==> config.mk <==
export PLATFORM = sky130hd
export DESIGN_NAME = wsbe_encoder
export DESIGN_NICKNAME = d
export VERILOG_FILES = /design/src/common/wsbe_pkg.sv /design/src/logic/wsbe_encoder.sv
export SDC_FILE = /design/constraint.sdc
export NUM_CORES = 1
export LEC_CHECK = 0
export BUFFER_PORTS_ARGS = -buffer_cell sky130_fd_sc_hd__clkbuf_2
export CAP_MARGIN = 20
export CORE_MARGIN = 3
export CORE_UTILIZATION = 60
export CTS_CLUSTER_DIAMETER = 200
export DETAILED_ROUTE_END_ITERATION = 7
export GPL_TIMING_DRIVEN = 0
export PLACE_DENSITY = 0.84
export SLEW_MARGIN = 20
export SYNTH_ARGS = -nofsm -noshare
export SYNTH_HDL_FRONTEND = slang
export SYNTH_SLANG_ARGS = --single-unit
==> constraint.sdc <==
create_clock -name CLK_SYS -period 9.1 [get_ports CLK_SYS]
set_clock_uncertainty 0.15 [all_clocks]
set_input_delay 0.91 -clock CLK_SYS [delete_from_list [all_inputs] [get_ports CLK_SYS]]
set_output_delay 0.91 -clock CLK_SYS [all_outputs]
set_load 0.01 [all_outputs]
==> src/common/wsbe_pkg.sv <==
// Constants for the weigh status byte encoder: frame characters, bit positions, field widths.
// Assumes one 25 MHz system clock; no bus, all configuration arrives on plain ports.
package wsbe_pkg;
   localparam logic [7:0] CHAR_START   = 8'h02;
   localparam logic [7:0] CHAR_CR      = 8'h0d;
   localparam logic [6:0] CHECK_MASK   = 7'h7f;
   localparam int         WEIGHT_DIGITS = 6;
   localparam int         TARE_DIGITS  = 6;
   localparam logic [3:0] IDX_STATUS_A = 4'h1;
   localparam logic [3:0] IDX_STATUS_B = 4'h2;
   localparam logic [3:0] IDX_STATUS_C = 4'h3;
   localparam logic [3:0] IDX_WEIGHT0  = 4'h4;
   localparam logic [3:0] IDX_TARE0    = 4'ha;
   // Status bit positions.
   localparam int A_BUILD_LO  = 3;
   localparam int A_BUILD_HI  = 4;
   localparam int X_ALWAYS1   = 5;
   localparam int X_BIT6      = 6;
   localparam int B_NET       = 0;
   localparam int B_NEG       = 1;
   localparam int B_RANGE     = 2;
   localparam int B_MOTION    = 3;
   localparam int B_KG        = 4;
   localparam int C_PRINT     = 3;
   localparam int C_BIT4      = 4;

   typedef enum logic [2:0] {
      WSBE_IDLE  = 3'b000,
      WSBE_HEAD  = 3'b001,
      WSBE_BODY  = 3'b010,
      WSBE_CR    = 3'b011,
      WSBE_CHECK = 3'b100
   } wsbe_state_t;
endpackage : wsbe_pkg

==> src/logic/wsbe_encoder.sv <==
// Continuous weight frame builder: start, three status characters, weight, optional tare,
// carriage return and optional check character, one character per accepted handshake.
// Assumes the downstream transmitter raises CHAR_READY when it can take a character and
// that digit inputs are already ASCII.
`timescale 1ns/1ps

module wsbe_encoder (
   input  wire logic        CLK_SYS,
   input  wire logic        RST,
   input  wire logic        FRAME_REQ,
   input  wire logic        LONG_FORMAT,
   input  wire logic        CHECK_EN,
   input  wire logic        SETPOINT_MODE,
   input  wire logic        TWO_SPEED,
   input  wire logic [2:0]  DP_CODE,
   input  wire logic [1:0]  BUILD_CODE,
   input  wire logic        NET,
   input  wire logic        NEGATIVE,
   input  wire logic        OUT_OF_RANGE,
   input  wire logic        MOTION,
   input  wire logic        KG_SEL,
   input  wire logic        POWER_UP,
   input  wire logic [2:0]  UNIT_CODE,
   input  wire logic        PRINT_REQ,
   input  wire logic        EXPAND,
   input  wire logic        HAND_TARE,
   input  wire logic        METRIC,
   input  wire logic [3:0]  SP_FEED,
   input  wire logic [1:0]  SP_FAST,
   input  wire logic        SP1_OUT_TOL,
   input  wire logic        SP2_OUT_TOL,
   input  wire logic [47:0] WEIGHT_ASCII,
   input  wire logic [47:0] TARE_ASCII,
   input  wire logic        CHAR_READY,
   output logic      [7:0]  CHAR_DATA,
   output logic             CHAR_VALID,
   output logic             FRAME_BUSY
);

   typedef struct packed {
      wsbe_pkg::wsbe_state_t state;
      logic [3:0]            idx;
      logic [7:0]            stat_a;
      logic [7:0]            stat_b;
      logic [7:0]            stat_c;
      logic [47:0]           weight;
      logic [47:0]           tare;
      logic                  long_fmt;
      logic                  check_en;
      logic [6:0]            sum;
      logic [7:0]            data;
      logic                  valid;
      logic                  busy;
   } wsbe_regs_t;

   wsbe_regs_t s_reg;
   wsbe_regs_t s_next;

   // Pick ASCII digit n (most significant first) out of a six-digit field.
   function automatic logic [7:0] wsbe_digit(input logic [47:0] f, input logic [3:0] n);
      logic [47:0] sh;
      sh = f << {n, 3'h0};
      return sh[47:40];
   endfunction : wsbe_digit

   logic [7:0] a_char;
   logic [7:0] b_char;
   logic [7:0] c_char;
   logic       sp_a3;
   logic       sp_a4;
   logic       sp_a6;
   logic       sp_c4;
   logic [7:0] nxt_char;
   logic       last_body;

   always_comb begin
      // Feeding reads as zero in the status, hence the inversions.
      sp_a3 = ~SP_FEED[0];
      sp_a4 = ~SP_FEED[1];
      sp_a6 = TWO_SPEED ? ~SP_FAST[0] : ~SP_FEED[2];
      sp_c4 = TWO_SPEED ? ~SP_FAST[1] : ~SP_FEED[3];
      a_char = 8'h00;
      b_char = 8'h00;
      c_char = 8'h00;
      a_char[2:0] = DP_CODE;
      a_char[wsbe_pkg::X_ALWAYS1] = 1'b1;
      b_char[wsbe_pkg::B_NET] = NET;
      b_char[wsbe_pkg::B_NEG] = NEGATIVE;
      b_char[wsbe_pkg::B_RANGE] = OUT_OF_RANGE;
      b_char[wsbe_pkg::B_MOTION] = MOTION;
      b_char[wsbe_pkg::B_KG] = KG_SEL;
      b_char[wsbe_pkg::X_ALWAYS1] = 1'b1;
      c_char[2:0] = UNIT_CODE;
      c_char[wsbe_pkg::C_PRINT] = PRINT_REQ;
      c_char[wsbe_pkg::X_ALWAYS1] = 1'b1;
      if (SETPOINT_MODE) begin
         a_char[wsbe_pkg::A_BUILD_LO] = sp_a3;
         a_char[wsbe_pkg::A_BUILD_HI] = sp_a4;
         a_char[wsbe_pkg::X_BIT6] = sp_a6;
         b_char[wsbe_pkg::X_BIT6] = SP1_OUT_TOL;
         c_char[wsbe_pkg::C_BIT4] = sp_c4;
         c_char[wsbe_pkg::X_BIT6] = SP2_OUT_TOL;
      end else begin
         a_char[wsbe_pkg::A_BUILD_LO] = BUILD_CODE[0];
         a_char[wsbe_pkg::A_BUILD_HI] = BUILD_CODE[1];
         b_char[wsbe_pkg::X_BIT6] = POWER_UP;
         c_char[wsbe_pkg::C_BIT4] = EXPAND;
         c_char[wsbe_pkg::X_BIT6] = HAND_TARE & METRIC;
      end
   end

   always_comb begin
      s_next = s_reg;
      nxt_char = 8'h00;
      last_body = 1'b0;
      unique case (s_reg.idx)
         wsbe_pkg::IDX_STATUS_A: nxt_char = s_reg.stat_a;
         wsbe_pkg::IDX_STATUS_B: nxt_char = s_reg.stat_b;
         wsbe_pkg::IDX_STATUS_C: nxt_char = s_reg.stat_c;
         default: begin
            if (s_reg.idx < wsbe_pkg::IDX_TARE0) begin
               nxt_char = wsbe_digit(s_reg.weight, s_reg.idx - wsbe_pkg::IDX_WEIGHT0);
            end else begin
               nxt_char = wsbe_digit(s_reg.tare, s_reg.idx - wsbe_pkg::IDX_TARE0);
            end
         end
      endcase
      last_body = s_reg.long_fmt
                ? (s_reg.idx == wsbe_pkg::IDX_TARE0 + 4'(wsbe_pkg::TARE_DIGITS - 1))
                : (s_reg.idx == wsbe_pkg::IDX_TARE0 - 4'h1);
      unique case (s_reg.state)
         wsbe_pkg::WSBE_IDLE: begin
            if (FRAME_REQ) begin
               // One snapshot per frame keeps the three status characters coherent.
               s_next.stat_a = a_char;
               s_next.stat_b = b_char;
               s_next.stat_c = c_char;
               s_next.weight = WEIGHT_ASCII;
               s_next.tare = TARE_ASCII;
               s_next.long_fmt = LONG_FORMAT;
               s_next.check_en = CHECK_EN;
               s_next.data = wsbe_pkg::CHAR_START;
               s_next.sum = wsbe_pkg::CHAR_START[6:0];
               s_next.valid = 1'b1;
               s_next.busy = 1'b1;
               s_next.idx = wsbe_pkg::IDX_STATUS_A;
               s_next.state = wsbe_pkg::WSBE_BODY;
            end
         end
         wsbe_pkg::WSBE_BODY: begin
            if (CHAR_READY) begin
               s_next.data = nxt_char;
               s_next.sum = s_reg.sum + nxt_char[6:0];
               s_next.idx = s_reg.idx + 4'h1;
               if (last_body) begin
                  s_next.state = wsbe_pkg::WSBE_CR;
               end
            end
         end
         wsbe_pkg::WSBE_CR: begin
            if (CHAR_READY) begin
               s_next.data = wsbe_pkg::CHAR_CR;
               s_next.sum = s_reg.sum + wsbe_pkg::CHAR_CR[6:0];
               s_next.state = s_reg.check_en ? wsbe_pkg::WSBE_CHECK : wsbe_pkg::WSBE_HEAD;
            end
         end
         wsbe_pkg::WSBE_CHECK: begin
            if (CHAR_READY) begin
               s_next.data = {1'b0, (~s_reg.sum + 7'h01) & wsbe_pkg::CHECK_MASK};
               s_next.state = wsbe_pkg::WSBE_HEAD;
            end
         end
         wsbe_pkg::WSBE_HEAD: begin
            // Waits for the final character to be taken, then frees the framer.
            if (CHAR_READY) begin
               s_next.valid = 1'b0;
               s_next.busy = 1'b0;
               s_next.state = wsbe_pkg::WSBE_IDLE;
            end
         end
         default: s_next.state = wsbe_pkg::WSBE_IDLE;
      endcase
   end

   always_ff @(posedge CLK_SYS or posedge RST) begin
      if (RST) begin
         s_reg <= '0;
      end else begin
         s_reg <= s_next;
      end
   end

   assign CHAR_DATA = s_reg.data;
   assign CHAR_VALID = s_reg.valid;
   assign FRAME_BUSY = s_reg.busy;
endmodule : wsbe_encoder

## Yosys cells after proc, flatten, opt, wreduce, memory -nomap -nowiden

Index checks and enable logic that the tools add are counted.

- Input bits: 130
- Output and inout bits: 10
- Word-level logic and storage cells: 82
- Register bits: 143

- Reductions and logical operators: 11
- Add/sub/neg operators: 6
- Shifts and indexed selects: 2
- Order comparisons: 1
- Eq/ne operators: 15
- Multiplexer cells: 26
- Bitwise gates (word level): 8

Operators by type and width:

| operator | number |
|---|---|
| two-way mux 146 bit | 1 |
| << shifter 48 x 7 -> 48 bit | 2 |
| case mux 8 bit (4 select lines) | 1 |
| two-way mux 15 bit | 2 |
| case mux 8 bit (3 select lines) | 1 |
| case mux 7 bit (3 select lines) | 1 |
| two-way mux 8 bit | 2 |
| two-way mux 3 bit | 5 |
| case mux 3 bit (5 select lines) | 1 |
| != test 2 bit, second input constant | 6 |
| == test 4 x 2 -> 1 bit, second input constant | 2 |
| == test 4 bit, second input constant | 2 |
| case mux 4 bit (2 select lines) | 1 |
| adder 7 x 1 -> 7 bit, second input constant | 1 |
| adder 7 x 4 -> 7 bit, second input constant | 1 |
| adder 7 bit | 1 |
| two-way mux 1 bit | 7 |
| two-way mux 7 bit | 1 |
| NOT 7 bit | 1 |
| == test 3 x 2 -> 1 bit, second input constant | 2 |
| NOT 1 bit | 6 |
| AND reduction 3 bit | 2 |
| AND reduction 6 bit | 1 |
| AND reduction 5 bit | 1 |
| other kinds (16) | 18 |

## Longest topological paths before layout

- Depth in word-level cells: 7
- Depth in mapped cells: 19
- Depth with buffers taken out: 16

## Worst setup path after synthesis

OpenSTA, ideal clock, no wires.

- Path type: reg2reg
- Start point: register s_reg[139] (netlist name)
- End point: register s_reg[16] (netlist name)
- Required time: 8.822 ns
- Clock period less this slack: 3.896 ns
- Arrival: 3.618 ns
- Stages on the path, launching flop included: 20
- Slack: 5.204 ns
- Buffers on the path: 5
- Library setup time: 0.128 ns
- Path through: dfrtp_1 > buf_6 > buf_2 > buf_2 > inv_1 > ha_1 > clkbuf_1 > o31ai_1 > clkbuf_1 > nor2_1 > a21oi_1 > nor2_1 > fa_1 > nand3_1 > nand2_1 > a21o_1 > a21oi_1 > xnor2_1 > a21oi_1 > o22ai_1

- Cells in the longest elaborated chain, start to end: 7
- Elaborated cells between the ends (all ways): 13
- Classes of those cells: 3 x add/sub; 1 x order compare; 3 x eq/ne; 2 x shift; 4 x mux

RTL lines:

| element | line | source |
|---|---|---|
| from (decl) | wsbe_encoder.sv:56 | `wsbe_regs_t s_reg;` |
| from (signal assigned) | wsbe_encoder.sv:189 | `s_reg <= s_next;` |
| subtractor 4 bit or subtractor 4 x 3 -> 4 bit (tied branches) | wsbe_encoder.sv:124, wsbe_encoder.sv:122 |  |
| << shifter 48 x 7 -> 48 bit | wsbe_encoder.sv:62 | `sh = f << {n, 3'h0};` |
| two-way mux 8 bit | wsbe_encoder.sv:121 | `if (s_reg.idx < wsbe_pkg::IDX_TARE0) begin` |
| case mux 8 bit (3 select lines) * | wsbe_encoder.sv:116 | `unique case (s_reg.idx)` |
| adder 7 bit * | wsbe_encoder.sv:153 | `s_next.sum = s_reg.sum + nxt_char[6:0];` |
| two-way mux 15 bit * | wsbe_encoder.sv:151 | `if (CHAR_READY) begin` |
| case mux 7 bit (3 select lines) * | wsbe_encoder.sv:131 | `unique case (s_reg.state)` |

Mark *: on every way between the ends. The rest lies on a longest branch, timed or not. The select of a mux whose other input is x is not followed.
A chain may end at the register's enable or synchronous reset.

## Final worst setup path

Ends and elaborated chain as after synthesis.

==> out/summary.txt <==
Final critical path time including I/O delays and setup = 4.80 ns
Number of nets at the end of the flow = 854
Top cell type by total area after synthesis = sky130_fd_sc_hd__dfrtp_1
Final count of hold timing violations = 0
Overall fraction of global-route tracks in use = 0.279
Min-Delay Path Depth = 1
Initial core utilization = 0.630
Buffers plus inverters on the worst setup path = 6
Height of the die = 114 µm
Most common library cells after synthesis = sky130_fd_sc_hd__dfrtp_1 (140), sky130_fd_sc_hd__mux2_2 (127), sky130_fd_sc_hd__nor2_1 (25)
Root buf cell = sky130_fd_sc_hd__clkbuf_16
Crit Path Category = flop to flop
Leak = 3.91 nW
IR Drop Worst-Case VDD = 0.000219 V
WP depth = 19
# DRC = 0
Number of flops mapped to enable cells by yosys = 0
Worst path most repeated cell = sky130_fd_sc_hd__a21oi_1
Flop-to-flop setup slack = 4.30 ns
Final antenna diode count = 0
Cell area after placement = 7870 µm²
Outcome = completed
Synth unique cells = 47
Core area = 11100 µm²
Most numerous cell in the Yosys netlist = sky130_fd_sc_hd__dfrtp_1
Final Core Density = 0.759
DP HPWL = 12.5 mm
Netlist area before placement = 6980 µm²
Portion of the clock cycle consumed by the worst path in the final layout = 0.527
Die Footprint = 13000 µm²
Critical Path RT = 9.25 ns
Share of Yosys cell area claimed by the top area cell type = 0.502
Areal power density over the cells = 380 nW/µm²
Top FF cell, synth = sky130_fd_sc_hd__dfrtp_1
DR vias = 5095
Clock Path Buffers = 2
Total of hold buffers inserted after clock tree synthesis = 0
MaxCap Viol Count = 0
Setup repair after global routing missed its margin = false
Crit start category = flop
Quantity of gates resized following cts = 0
Post-synthesis sequential area ratio = 0.502
Warnings from Yosys = 0
TritonCTS clock tree = built
Worst-path fanout max = 10
Number of DRC markers in iteration 0 = 372
PortBufs = 137
Flop and latch count out of synthesis = 140
Capture point of the worst reg-to-reg path = s_reg[16]
Pin count of the biggest net entering global routing = 73
Max reg flops = 131
Final antenna-violating net count = 0
Capture endpoint of the worst hold path = s_reg[120]
Width of the die = 114 µm
CP max stage cell = sky130_fd_sc_hd__o31ai_1
Cts bufs inserted = 17
Detailed-routing iteration count for the pre-antenna-repair pass = 5
Number of pins exceeding their max-slew limit in the final report = 0
Synthesized netlist net count = 697
Slowest stage delay, CP = 0.46 ns
Arr. time, crit path = 4.95 ns
First-pass GRT wire length = 27.4 mm
Final-layout fill cell count = 703
Average wire per standard cell = 20.0 µm
Fraction of final layout cells with drive strength greater than 1 = 0.471
Register clock-pin slew on the reported worst setup and hold paths = 0.06 ns
Worst r2r src = s_reg[139]
Fin area = 8410 µm²
TNS Setup = 0 ns
Class of the tightest hold or removal check = flop to flop
Number of global-route vias before repair = 5436
Number of levels in the clock H-tree = 4
Clock latency reported for the late side of the worst-skew pair = 0.42 ns
Antenna violations before repair = 0
Syn-to-layout area delta = 20.6%
Cell row count = 38
Worst Reg2Reg Path Length in Cells = 19
Worst setup slack before clock tree synthesis = 4.42 ns
Residual overflow from global routing = 0
Total Power = 0.00319 W
Launch instance of the worst min-delay path = s_reg[120]
Largest cells by area after synthesis = sky130_fd_sc_hd__dfrtp_1 (50%), sky130_fd_sc_hd__mux2_2 (21%), sky130_fd_sc_hd__mux4_2 (4.5%)
IO Count = 140
Global placement routability congestion = 0.889
Fraction of registers with async set/reset = 1.00
Type of destination of the critical path = flop
Top achievable clock speed = 0.208 GHz
Number of cells produced by synthesis = 550
Final setup violation count = 0
Postcts setup bufs = 0
Clk sinks = 140
Worst path cell trace = buf_6, buf_2, buf_2, inv_1, ha_1, clkbuf_1, o31ai_1, clkbuf_1, nor2_1, a21oi_1, nor2_1, fa_1, nand3_1, nand2_1, a21o_1, a21oi_1, xnor2_1, a21oi_1, o22ai_1
Overall routed net length = 17.1 mm
Vias per cell = 5.95
Family with the most delay on the worst path = buffers and inverters
Transition time at the pin with the least slew margin = 0.499 ns
Final Worst Setup Slack = 4.30 ns
Post-Synthesis Mean Instance Area = 12.7 µm²
Slew headroom = 0.667
report_power, final:
part | internal, W | switching (W)
Combinational | 0.000748 | 0.000698
Sequential | 0.000932 | 0.000182
Clock | 0.000389 | 0.000245
logic make-up (layout without fill, tap and decap cells):
logic type                 count (synthesis)  count (layout)  share of synthesized area
AOI/OAI and AO/OA                         88              88                     0.0838
xor gates and xnor gates                  13              13                     0.0163
adders and majority gates                 17              17                     0.0316
buffers and inverters                     58             225                     0.0425
DFF                                      140             140                      0.502
muxes                                    149             149                      0.266
and+or+nand+nor                           85              85                     0.0572
cell type report:
cell class / count / area (µm²) / share of cell area
Timing Repair Buffer: 138 / 713 / 0.0848
Multi-Input combinational cell: 352 / 3180 / 0.378
Inverter: 14 / 60.1 / 0.00714
Tap cell: 140 / 175 / 0.0208
Buffer: 44 / 244 / 0.0290
Sequential cell: 140 / 3500 / 0.416
Clock buffer: 21 / 470 / 0.0559
Clock inverter: 8 / 70.1 / 0.00833
per-stage QoR:
step	hold slack, ns	std cells
finish	0.311	857
global route	0.344	857
CTS	0.314	857
detailed placement	0.301	828
global placement	0.296	827
floorplan	0.284	550
worst max-delay path by stage:
| stage | startpoint | to | slack, ns |
|---|---|---|---|
| 2_1_floorplan | RST | CHAR_DATA[0] | 4.29 |
| 3_3_place_gp | RST | CHAR_DATA[3] | 2.98 |
| 3_5_place_dp | s_reg[139] | s_reg[16] | 4.42 |
| 4_1_cts | s_reg[139] | s_reg[16] | 4.34 |
| 5_1_grt | s_reg[139] | s_reg[16] | 3.88 |
| 6_report | s_reg[139] | s_reg[16] | 4.30 |
layer usage:
metal	up-vias	track usage	wire length, µm
li1	2297	-	-
met1	2542	0.364	7080
met2	228	0.466	8450
met3	28	0.0663	1310
met4	0	0.0863	296
met5	-	0	0
layout by cell type (no fill, tap or decap), drive strengths merged, types with 10 or more instances in the layout:
master  instances
clkbuf        173
dfrtp         140
mux2          127
buf            30
nor2           25
a21oi          24
nand2          24
o21ai          17
a22oi          16
ha             16
mux4           16
inv            14
xnor2          10
Note: power is estimated with default switching activity, not from simulation.
